===== src/design/tlp_link_regs.svh =====
// Overview of operation
// EP bit one marks TLP poisoned
// EP set only on payload TLPs
// Known bad payload must carry EP
// Poisoned receipt reports error at receiver
// Non-D0 L1 pauses FC, timeout timers
// Unsupported type is UR, completed UR
// Type 0 claims memory/IO only on hit
// Unimplemented function config not claimed
// Completer Abort only for claimed requests
// Non-D0 bridge URs downstream memory/IO
// Non-D0 bridge URs type 1 config
// Completions, messages ignore bridge power state
// Unmatched tag completion is unexpected
// Other mismatch may be unexpected completion
// Route 100b or reserved processed locally
// 101b only PME ack, not upstream
// Switch advertises min completion data credit
// Endpoint advertises infinite completion credit
// Posted/completion not blocked by non-posted (posted requests here share the FIFO and UR stall with non-posted)
// Acceptance independent of same-class transmission
// Endpoint never blocks completion acceptance
// Completion returned in request traffic class
`ifndef TLP_LINK_REGS_SVH
`define TLP_LINK_REGS_SVH
`define TLP_FIFO_DEPTH 8
`define TLP_FIFO_AW 3
`define TLP_ROUTE_LOCAL 3'h4
`define TLP_ROUTE_GATHER 3'h5
`define TLP_MSG_PME_ACK 8'h1B
`define TLP_TIMEOUT_CYC 16'h0FFF
`define TLP_FC_UPD_CYC 16'h00FF
`define TLP_FC_UNIT 16'h0010
`define TLP_CPLD_INF 12'h000
`define TLP_NFUNC 3'h1
`endif


===== src/design/tlp_link_pkg.sv =====
package tlp_link_pkg;
    typedef enum logic [2:0] {
        K_MWR = 3'h0, K_MRD = 3'h1, K_IO = 3'h2, K_CFG0 = 3'h3,
        K_CFG1 = 3'h4, K_MSG = 3'h5, K_CPL = 3'h6, K_OTHER = 3'h7
    } kind_t;
    typedef enum logic [1:0] {
        ST_SC = 2'h0, ST_UR = 2'h1, ST_CA = 2'h2
    } cpl_st_t;
    typedef struct packed {
        kind_t kind;
        logic ep;
        logic has_data;
        logic [2:0] tc;
        logic [7:0] tag;
        logic [2:0] func;
        logic [2:0] route;
        logic [7:0] msg_code;
        logic [1:0] status;
        logic [31:0] addr;
        logic [31:0] data;
    } tlp_t;
endpackage


===== src/design/tlp_link_if.sv =====
`timescale 1ns/1ps
`default_nettype none
interface tlp_link_if;
    tlp_link_pkg::tlp_t dn_tlp;
    logic dn_valid;
    logic dn_ready;
    tlp_link_pkg::tlp_t up_tlp;
    logic up_valid;
    logic up_ready;
    logic l1_nond0;
    modport dev (input dn_tlp, input dn_valid, output dn_ready,
        output up_tlp, output up_valid, input up_ready, input l1_nond0);
    modport partner (output dn_tlp, output dn_valid, input dn_ready,
        input up_tlp, input up_valid, output up_ready, output l1_nond0);
endinterface
`default_nettype wire


===== src/design/tlp_dev_end.sv =====
`timescale 1ns/1ps
`default_nettype none
`include "tlp_link_regs.svh"
module tlp_dev_end (
    // Clock and reset
    input wire logic clk,
    input wire logic rst,
    // Link
    tlp_link_if.dev lnk,
    // Configuration
    input wire logic is_switch,
    input wire logic is_upstream,
    input wire logic bridge_nond0,
    input wire logic [31:0] bar_base,
    input wire logic [31:0] bar_mask,
    input wire logic [11:0] max_payload,
    input wire logic [11:0] max_read,
    // Outstanding request tracking
    input wire logic [7:0] out_tag,
    input wire logic [2:0] out_tc,
    input wire logic out_issue,
    // User side
    output tlp_link_pkg::tlp_t usr_tlp,
    output logic usr_valid,
    input wire logic usr_ready,
    output logic err_poison,
    output logic err_ur,
    output logic err_malformed,
    output logic err_unexp_cpl,
    output logic [11:0] cpld_credit,
    output logic timeout
);
    tlp_link_pkg::tlp_t rx, rsp_r, fifo_in;
    logic [255:0] pend_r;
    logic [2:0] ptc_r [256];
    logic rsp_vld_r, e_p_r, e_u_r, e_m_r, e_x_r, fin_ready;
    logic [15:0] tmo_r;
    assign rx = lnk.dn_tlp;
    wire take = lnk.dn_valid && lnk.dn_ready;
    wire is_cpl = rx.kind == tlp_link_pkg::K_CPL;
    wire is_msg = rx.kind == tlp_link_pkg::K_MSG;
    wire is_memio = rx.kind == tlp_link_pkg::K_MWR
        || rx.kind == tlp_link_pkg::K_MRD || rx.kind == tlp_link_pkg::K_IO;
    wire poison = rx.ep && rx.has_data;
    wire hit = (rx.addr & bar_mask) == (bar_base & bar_mask);
    wire fn_ok = rx.func < `TLP_NFUNC;
    // Non-D0 bridge blocks memory/IO and type 1 config only
    wire br_ur = is_switch && bridge_nond0
        && (is_memio || rx.kind == tlp_link_pkg::K_CFG1);
    wire claim = is_memio ? hit && !br_ur
        : rx.kind == tlp_link_pkg::K_CFG0 ? fn_ok
        : rx.kind == tlp_link_pkg::K_CFG1 ? is_switch && !br_ur : 1'b0;
    wire unsup = !is_cpl && !is_msg && !claim;
    wire needs_cpl = unsup && rx.kind != tlp_link_pkg::K_MWR;
    wire unexp = is_cpl && (!pend_r[rx.tag]
        || ptc_r[rx.tag] != rx.tc);
    wire bad_msg = is_switch && is_msg && rx.route == `TLP_ROUTE_GATHER
        && (rx.msg_code != `TLP_MSG_PME_ACK || is_upstream);
    // Reserved routes and local route stay here
    wire msg_local = is_msg && !bad_msg && (rx.route == `TLP_ROUTE_LOCAL
        || rx.route > `TLP_ROUTE_GATHER);
    wire to_user = take && !unsup && !unexp && !bad_msg;
    // Completions bypass the stall so their reception never waits on sends
    assign lnk.dn_ready = is_cpl || (fin_ready && !rsp_vld_r);
    always_comb begin
        fifo_in = rx;
        fifo_in.route = msg_local ? `TLP_ROUTE_LOCAL : rx.route;
    end
    tlp_fifo #(.W($bits(tlp_link_pkg::tlp_t)), .D(`TLP_FIFO_DEPTH),
        .AW(`TLP_FIFO_AW)) u_fifo (
        .clk(clk), .rst(rst),
        .in_data(fifo_in), .in_valid(to_user), .in_ready(fin_ready),
        .out_data(usr_tlp), .out_valid(usr_valid), .out_ready(usr_ready));
    assign lnk.up_tlp = rsp_r;
    assign lnk.up_valid = rsp_vld_r;
    assign err_poison = e_p_r;
    assign err_ur = e_u_r;
    assign err_malformed = e_m_r;
    assign err_unexp_cpl = e_x_r;
    assign timeout = tmo_r == `TLP_TIMEOUT_CYC;
    wire [15:0] mp_units = 16'(max_payload) / `TLP_FC_UNIT;
    assign cpld_credit = !is_switch ? `TLP_CPLD_INF
        : (mp_units < 16'(max_read) ? mp_units[11:0] : max_read);
    always_ff @(posedge clk or posedge rst) begin
        if (rst) begin
            e_p_r <= 1'b0;
            e_u_r <= 1'b0;
            e_m_r <= 1'b0;
            e_x_r <= 1'b0;
            rsp_vld_r <= 1'b0;
            rsp_r <= '0;
            pend_r <= '0;
            tmo_r <= '0;
        end else begin
            e_p_r <= take && poison;
            e_u_r <= take && unsup;
            e_m_r <= take && bad_msg;
            e_x_r <= take && unexp;
            if (rsp_vld_r && lnk.up_ready) rsp_vld_r <= 1'b0;
            if (take && needs_cpl) begin
                rsp_vld_r <= 1'b1;
                rsp_r <= '0;
                rsp_r.kind <= tlp_link_pkg::K_CPL;
                rsp_r.tc <= rx.tc;
                rsp_r.tag <= rx.tag;
                rsp_r.status <= tlp_link_pkg::ST_UR;
            end
            if (take && is_cpl && !unexp) pend_r[rx.tag] <= 1'b0;
            if (out_issue) pend_r[out_tag] <= 1'b1;
            // Timer pauses in non-D0 L1 rather than expiring
            if (pend_r == '0) tmo_r <= '0;
            else if (!lnk.l1_nond0 && tmo_r != `TLP_TIMEOUT_CYC)
                tmo_r <= tmo_r + 16'h0001;
        end
    end
    always_ff @(posedge clk) begin
        if (out_issue) ptc_r[out_tag] <= out_tc;
    end
endmodule
`default_nettype wire


===== src/design/tlp_fifo.sv =====
`timescale 1ns/1ps
`default_nettype none
module tlp_fifo #(
    parameter int W = 8,
    parameter int D = 8,
    parameter int AW = 3
) (
    // Clock and reset
    input wire logic clk,
    input wire logic rst,
    // Fill side
    input wire logic [W-1:0] in_data,
    input wire logic in_valid,
    output logic in_ready,
    // Drain side
    output logic [W-1:0] out_data,
    output logic out_valid,
    input wire logic out_ready
);
    logic [W-1:0] mem_r [D];
    logic [AW-1:0] wp_r, rp_r;
    logic [AW:0] cnt_r;
    wire push = in_valid && in_ready;
    wire pop = out_valid && out_ready;
    // Count is one bit wider than the pointers so full and empty differ
    assign in_ready = cnt_r != (AW+1)'(D);
    assign out_valid = cnt_r != '0;
    assign out_data = mem_r[rp_r];
    always_ff @(posedge clk or posedge rst) begin
        if (rst) begin
            wp_r <= '0;
            rp_r <= '0;
            cnt_r <= '0;
        end else begin
            if (push) wp_r <= wp_r + 1'b1;
            if (pop) rp_r <= rp_r + 1'b1;
            cnt_r <= cnt_r + (AW+1)'(push) - (AW+1)'(pop);
        end
    end
    always_ff @(posedge clk) begin
        if (push) mem_r[wp_r] <= in_data;
    end
endmodule
`default_nettype wire


===== src/flat_wrapper.sv =====
// flat-port wrapper written by rule: the top's interface ports become plain ports
module tlp_dev_end_flat 
  (clk, rst, is_switch, is_upstream, bridge_nond0, bar_base, bar_mask, max_payload, max_read, out_tag, out_tc, out_issue, usr_tlp, usr_valid, usr_ready, err_poison, err_ur, err_malformed, err_unexp_cpl, cpld_credit, timeout, lnk_dn_tlp, lnk_dn_valid, lnk_dn_ready, lnk_up_tlp, lnk_up_valid, lnk_up_ready, lnk_l1_nond0);
  tlp_link_if lnk_i ();
  input wire logic clk;
  input wire logic rst;
  input wire logic is_switch;
  input wire logic is_upstream;
  input wire logic bridge_nond0;
  input wire logic [31:0] bar_base;
  input wire logic [31:0] bar_mask;
  input wire logic [11:0] max_payload;
  input wire logic [11:0] max_read;
  input wire logic [7:0] out_tag;
  input wire logic [2:0] out_tc;
  input wire logic out_issue;
  output tlp_link_pkg::tlp_t usr_tlp;
  output logic usr_valid;
  input wire logic usr_ready;
  output logic err_poison;
  output logic err_ur;
  output logic err_malformed;
  output logic err_unexp_cpl;
  output logic [11:0] cpld_credit;
  output logic timeout;
  input wire logic [$bits(lnk_i.dn_tlp)-1:0] lnk_dn_tlp;
  input wire logic [$bits(lnk_i.dn_valid)-1:0] lnk_dn_valid;
  output wire logic [$bits(lnk_i.dn_ready)-1:0] lnk_dn_ready;
  output wire logic [$bits(lnk_i.up_tlp)-1:0] lnk_up_tlp;
  output wire logic [$bits(lnk_i.up_valid)-1:0] lnk_up_valid;
  input wire logic [$bits(lnk_i.up_ready)-1:0] lnk_up_ready;
  input wire logic [$bits(lnk_i.l1_nond0)-1:0] lnk_l1_nond0;
  assign lnk_i.dn_tlp = lnk_dn_tlp;
  assign lnk_i.dn_valid = lnk_dn_valid;
  assign lnk_dn_ready = lnk_i.dn_ready;
  assign lnk_up_tlp = lnk_i.up_tlp;
  assign lnk_up_valid = lnk_i.up_valid;
  assign lnk_i.up_ready = lnk_up_ready;
  assign lnk_i.l1_nond0 = lnk_l1_nond0;
  tlp_dev_end u_core (.clk(clk), .rst(rst), .lnk(lnk_i), .is_switch(is_switch), .is_upstream(is_upstream), .bridge_nond0(bridge_nond0), .bar_base(bar_base), .bar_mask(bar_mask), .max_payload(max_payload), .max_read(max_read), .out_tag(out_tag), .out_tc(out_tc), .out_issue(out_issue), .usr_tlp(usr_tlp), .usr_valid(usr_valid), .usr_ready(usr_ready), .err_poison(err_poison), .err_ur(err_ur), .err_malformed(err_malformed), .err_unexp_cpl(err_unexp_cpl), .cpld_credit(cpld_credit), .timeout(timeout));
endmodule

===== config.mk =====
export PLATFORM = sky130hd
export DESIGN_NAME = tlp_dev_end_flat
export DESIGN_NICKNAME = d
export VERILOG_FILES = /design/src/design/tlp_link_pkg.sv /design/src/design/tlp_link_if.sv /design/src/design/tlp_dev_end.sv /design/src/design/tlp_fifo.sv /design/src/flat_wrapper.sv
export VERILOG_INCLUDE_DIRS = /design/src /design/src/design
export SDC_FILE = /design/constraint.sdc
export NUM_CORES = 2
export LEC_CHECK = 0
export BUFFER_PORTS_ARGS = -buffer_cell sky130_fd_sc_hd__buf_2
export CORE_MARGIN = 8
export CORE_UTILIZATION = 60
export CTS_CLUSTER_SIZE = 40
export DETAILED_ROUTE_END_ITERATION = 8
export HOLD_SLACK_MARGIN = 0.08
export PLACE_DENSITY = 0.78
export SLEW_MARGIN = 20
export SYNTH_ARGS = -nofsm -noshare
export SYNTH_HDL_FRONTEND = slang
export SYNTH_HIERARCHICAL = 1
export SYNTH_SLANG_ARGS = --single-unit

===== constraint.sdc =====
create_clock -name clk -period 12.2 [get_ports clk]
set_input_delay 1.22 -clock clk [delete_from_list [all_inputs] [get_ports clk]]
set_output_delay 1.22 -clock clk [all_outputs]
set_load 0.02 [all_outputs]

==> results.tsv <==
stage	metric	value	unit
synth	synth_ff_type	edfxtp_1	
worst_setup_path	cp.arrival	8.40	ns
routing	drtIter0Drc	6311	
synth	yosys.area.top_type	edfxtp_1	
grt	grtUsageTotal	29.3	%
grt	antenna_found_initial	20	
worst_setup_path	cp_max_fo	91	
synth	synthMuxAreaShare	15.2	%
routing	drcViolationCount	2	
synth	ys_warn_count	6	
grt	grt_util_met1	37.0	%
cells_and_area	finalNonFillerCells	6815	
synth	synth_xor_area_share	0.611	%
clocking	htreeDepth	4	
worst_setup_path	cp_slowest_stage_delay	1.05	ns
synth	synthAdderAreaFrac	0.286	%
worst_setup_path	path_delay_family	compound AO/OA/AOI/OAI gates	
routing	ant_nets	0	
power	internal-power	11.4	mW
power	p_seq_share	46.2	%
grt	grt_max_degree	141	
routing	num_vias	45800	
power	p_sw_share	27.6	%
synth	synth_edf_count	1536	
synth	synthesis.area	0.0769	sq mm
sta	hold_viol	0	
synth	avgSynthCellArea	16.6	sq um
grt	gr-total-overflow	0	
clocking	cts_buffers	178	
worst_setup_path	end_kind	register	
clocking	cts_resized	0	
worst_setup_path	crit_required	12.63	ns
floorplan	die_y	374	microns
floorplan	coreArea	0.127	sq mm
sta	timing.final.crit_period	7.97	ns
clocking	clock-sinks	1835	
synth	synth_top_family_by_area	multiplexers	
power	combPwrFrac	19.0	%
routing	dr.pass1.iters	9	
worst_setup_path	worst-setup-path-type	in2reg	
synth	synth_async_sr_flop_share	16.3	%
sta	timing.fmax	125	MHz
power	p_switching	4.33	mW
grt	grt_pass1_wl	303	mm
grt	gr-usage-met3	9.97	%
synth	syn_inst	4629	
placement	dp_cells	6458	
clocking	clock_latency	0.83	ns
floorplan	dieArea	0.140	sq mm
power	p_total	15.7	mW
worst_setup_path	critical_path_buf_inv_count	4	
placement	dp_hpwl	127	mm
cells_and_area	nets	5198	
placement	io_buffers	326	
floorplan	start_util	60.4	%
grt	use_met2	45.7	%
clocking	cts_buffer_depth	3	
clocking	ctsHoldBuffers	0	
power	p_per_area	183	mW/mm^2
clocking	clockRootBuffer	clkbuf_16	
cells_and_area	drive_gt1_share	24.6	%
synth	synth.top_cell.area_share	60.0	%
sta	setup_viol_count_final	0	
synth	synthTopCellsByArea	edfxtp_1 (60%), mux4_2 (12%), dfrtp_1 (9.7%)	
synth	synth_cell_type_count	71	
synth	ys_seq_elements	1835	
power	max-vdd-ir-drop	0.000169	V
synth	yosys.area_share.simple	6.08	%
worst_setup_path	path_cells	buf_8, buf_4, nor2b_1, a2111oi_0, o41a_1, a211oi_1, a211oi_1, a32oi_1, xnor2_2, nand3_2, or2_2, a2111oi_0, buf_4, nand3b_1, nor3_2, buf_12	
placement	place.gp.congestion	0.996	
sta	slew_viol_final	0	
worst_setup_path	critical-path-slowest-cell	a2111oi_0	
power	p_leak	31.4	nW
grt	grt_pass1_vias	45400	
job	maxCapViolCount	0	
clocking	clk_pin_slew	0.06	ns
synth	synth_compound_area_share	4.35	%
clocking	post_cts_buffers	0	
cells_and_area	final_common_cell	edfxtp_1	
floorplan	die-width	374	microns
sta	period_share	65.3	%
grt	grt-busiest-layer	met2	
floorplan	pin_count	417	
cells_and_area	area_delta_synth_final	11.6	%
sta	fin_tns_setup	0	ns
sta	rsz0062_at_grt	false	
cells_and_area	final_cell_mix	edfxtp_1 (1,536), mux4_2 (394), nor2_1 (361)	
worst_setup_path	startpoint_type	primary input	
sta	max-slew-margin-rel	9.24	%
routing	viasPerCell	6.72	
hold_path	min_path_type	in2async	
cells_and_area	nFillCells	8077	
clocking	cts_tree	built	
routing	wl	210	mm
sta	clock_skew	0.0674	ns
routing	wl_per_cell	30.7	microns
outcome	outcome	finished with violations	
outcome	violations	design-rule violations	
sta	holdWs	0.453	ns
floorplan	fp-row-count	131	
synth	ys_seq_area_share	69.7	%
power	clockPowerShare	34.9	%
sta	worst_pin_slew	1.36	ns
[synth_stat cells, drive strengths merged, types with 54 or more instances]
cell type and number:
a22oi 71, a31oi 230, buf 216, clkbuf 122, dfrtp 299, edfxtp 1536
inv 233, mux2 114, mux2i 150, mux4 394, nand2 316, nand3 54
nor2 383, nor4 91
[final timing paths]
check,cells past startpoint,endpoint,slack (ns),start
min,2,u_core/u_fifo/rp_r[0],0.45,rst
min in group clk,2,u_core/lnk.up_tlp[82],0.48,u_core/lnk.up_tlp[82]
max in group asynchronous,4,u_core/pend_r[2],9.24,rst
max,16,u_core/u_fifo/mem_r[0][11],4.23,lnk_dn_tlp[80]
max reg2reg,14,u_core/u_fifo/mem_r[0][11],5.62,u_core/ptc_r[84][1]
min reg2reg,2,u_core/lnk.up_tlp[82],0.48,u_core/lnk.up_tlp[82]
[worst register-to-register path, cell delays in order, from the launching register on]
cell and delay, ns:
edfxtp_1 0.38, nor2b_1 0.14, a2111oi_0 1.05, o41a_1 0.22
a211oi_1 0.14, a211oi_1 0.40, a32oi_1 0.18, xnor2_2 0.33
nand3_2 0.49, or2_2 0.56, a2111oi_0 0.54, buf_4 0.24
nand3b_1 0.29, nor3_2 0.58, buf_12 0.56
[cells by family after synthesis]
| logic type | Yosys count |
|---|---|
| adder cells (fa/ha/maj) | 17 |
| AND/OR/NAND/NOR | 1002 |
| buffers and inverters | 571 |
| other | 1 |
| XOR/XNOR | 52 |
| AO/OA/AOI/OAI | 493 |
| multiplexers | 658 |
| flip-flops | 1835 |
[registers in the layout (all words and copies together) (netlist names)]
| signal | flops |
|---|---|
| u_core/ptc_r | 768 |
| u_core/lnk.up_valid | 1 |
| u_core/err_ur | 1 |
| u_core/u_fifo/wp_r | 3 |
| u_core/lnk.up_tlp | 12 |
| u_core/err_unexp_cpl | 1 |
| u_core/err_poison | 1 |
| u_core/pend_r | 256 |
| u_core/u_fifo/mem_r | 768 |
| u_core/tmo_r | 16 |
| u_core/u_fifo/cnt_r | 4 |
| u_core/u_fifo/rp_r | 3 |
| u_core/err_malformed | 1 |
[final cells by class]
cell class | instances | area (sq um) | area share [%]
Multi-Input combinational cell | 2308 | 20900 | 24.3
Antenna cell | 20 | 50.0 | 0.0583
Sequential cell | 1835 | 53600 | 62.4
Clock buffer | 233 | 4800 | 5.59
Inverter | 233 | 882 | 1.03
Clock inverter | 104 | 1060 | 1.24
Tap cell | 1662 | 2080 | 2.42
Timing Repair Buffer | 420 | 2470 | 2.88
[per-stage QoR]
| step | utilization, % | setup slack, ns | instance area [sq um] |
|---|---|---|---|
| 2_1_floorplan | - | 0.329 | 77300 |
| 3_3_place_gp | 62.7 | 3.67 | 79900 |
| 3_5_place_dp | 62.8 | 3.57 | 79900 |
| 4_1_cts | 67.4 | 4.45 | 85800 |
| 5_1_grt | 67.4 | 3.99 | 85800 |
| 6_report | 67.4 | 4.23 | 85900 |
[power groups by stage]
stage | Clock (mW) | Combinational, mW | Sequential, mW
after floorplan | 0 | 2.18 | 7.25
after global placement | 0 | 2.90 | 7.37
after detailed placement | 0 | 2.95 | 7.38
after CTS | 5.52 | 2.99 | 7.25
after global routing | 5.77 | 3.14 | 7.27
final | 5.48 | 2.98 | 7.26
[routing by layer]
layer	routed length [microns]	vias to the layer above
met5	136	-
met3	26800	752
li1	-	18600
met2	97900	3309
met4	11900	12
met1	72800	23100
Note: power is estimated with default switching activity, not from simulation.
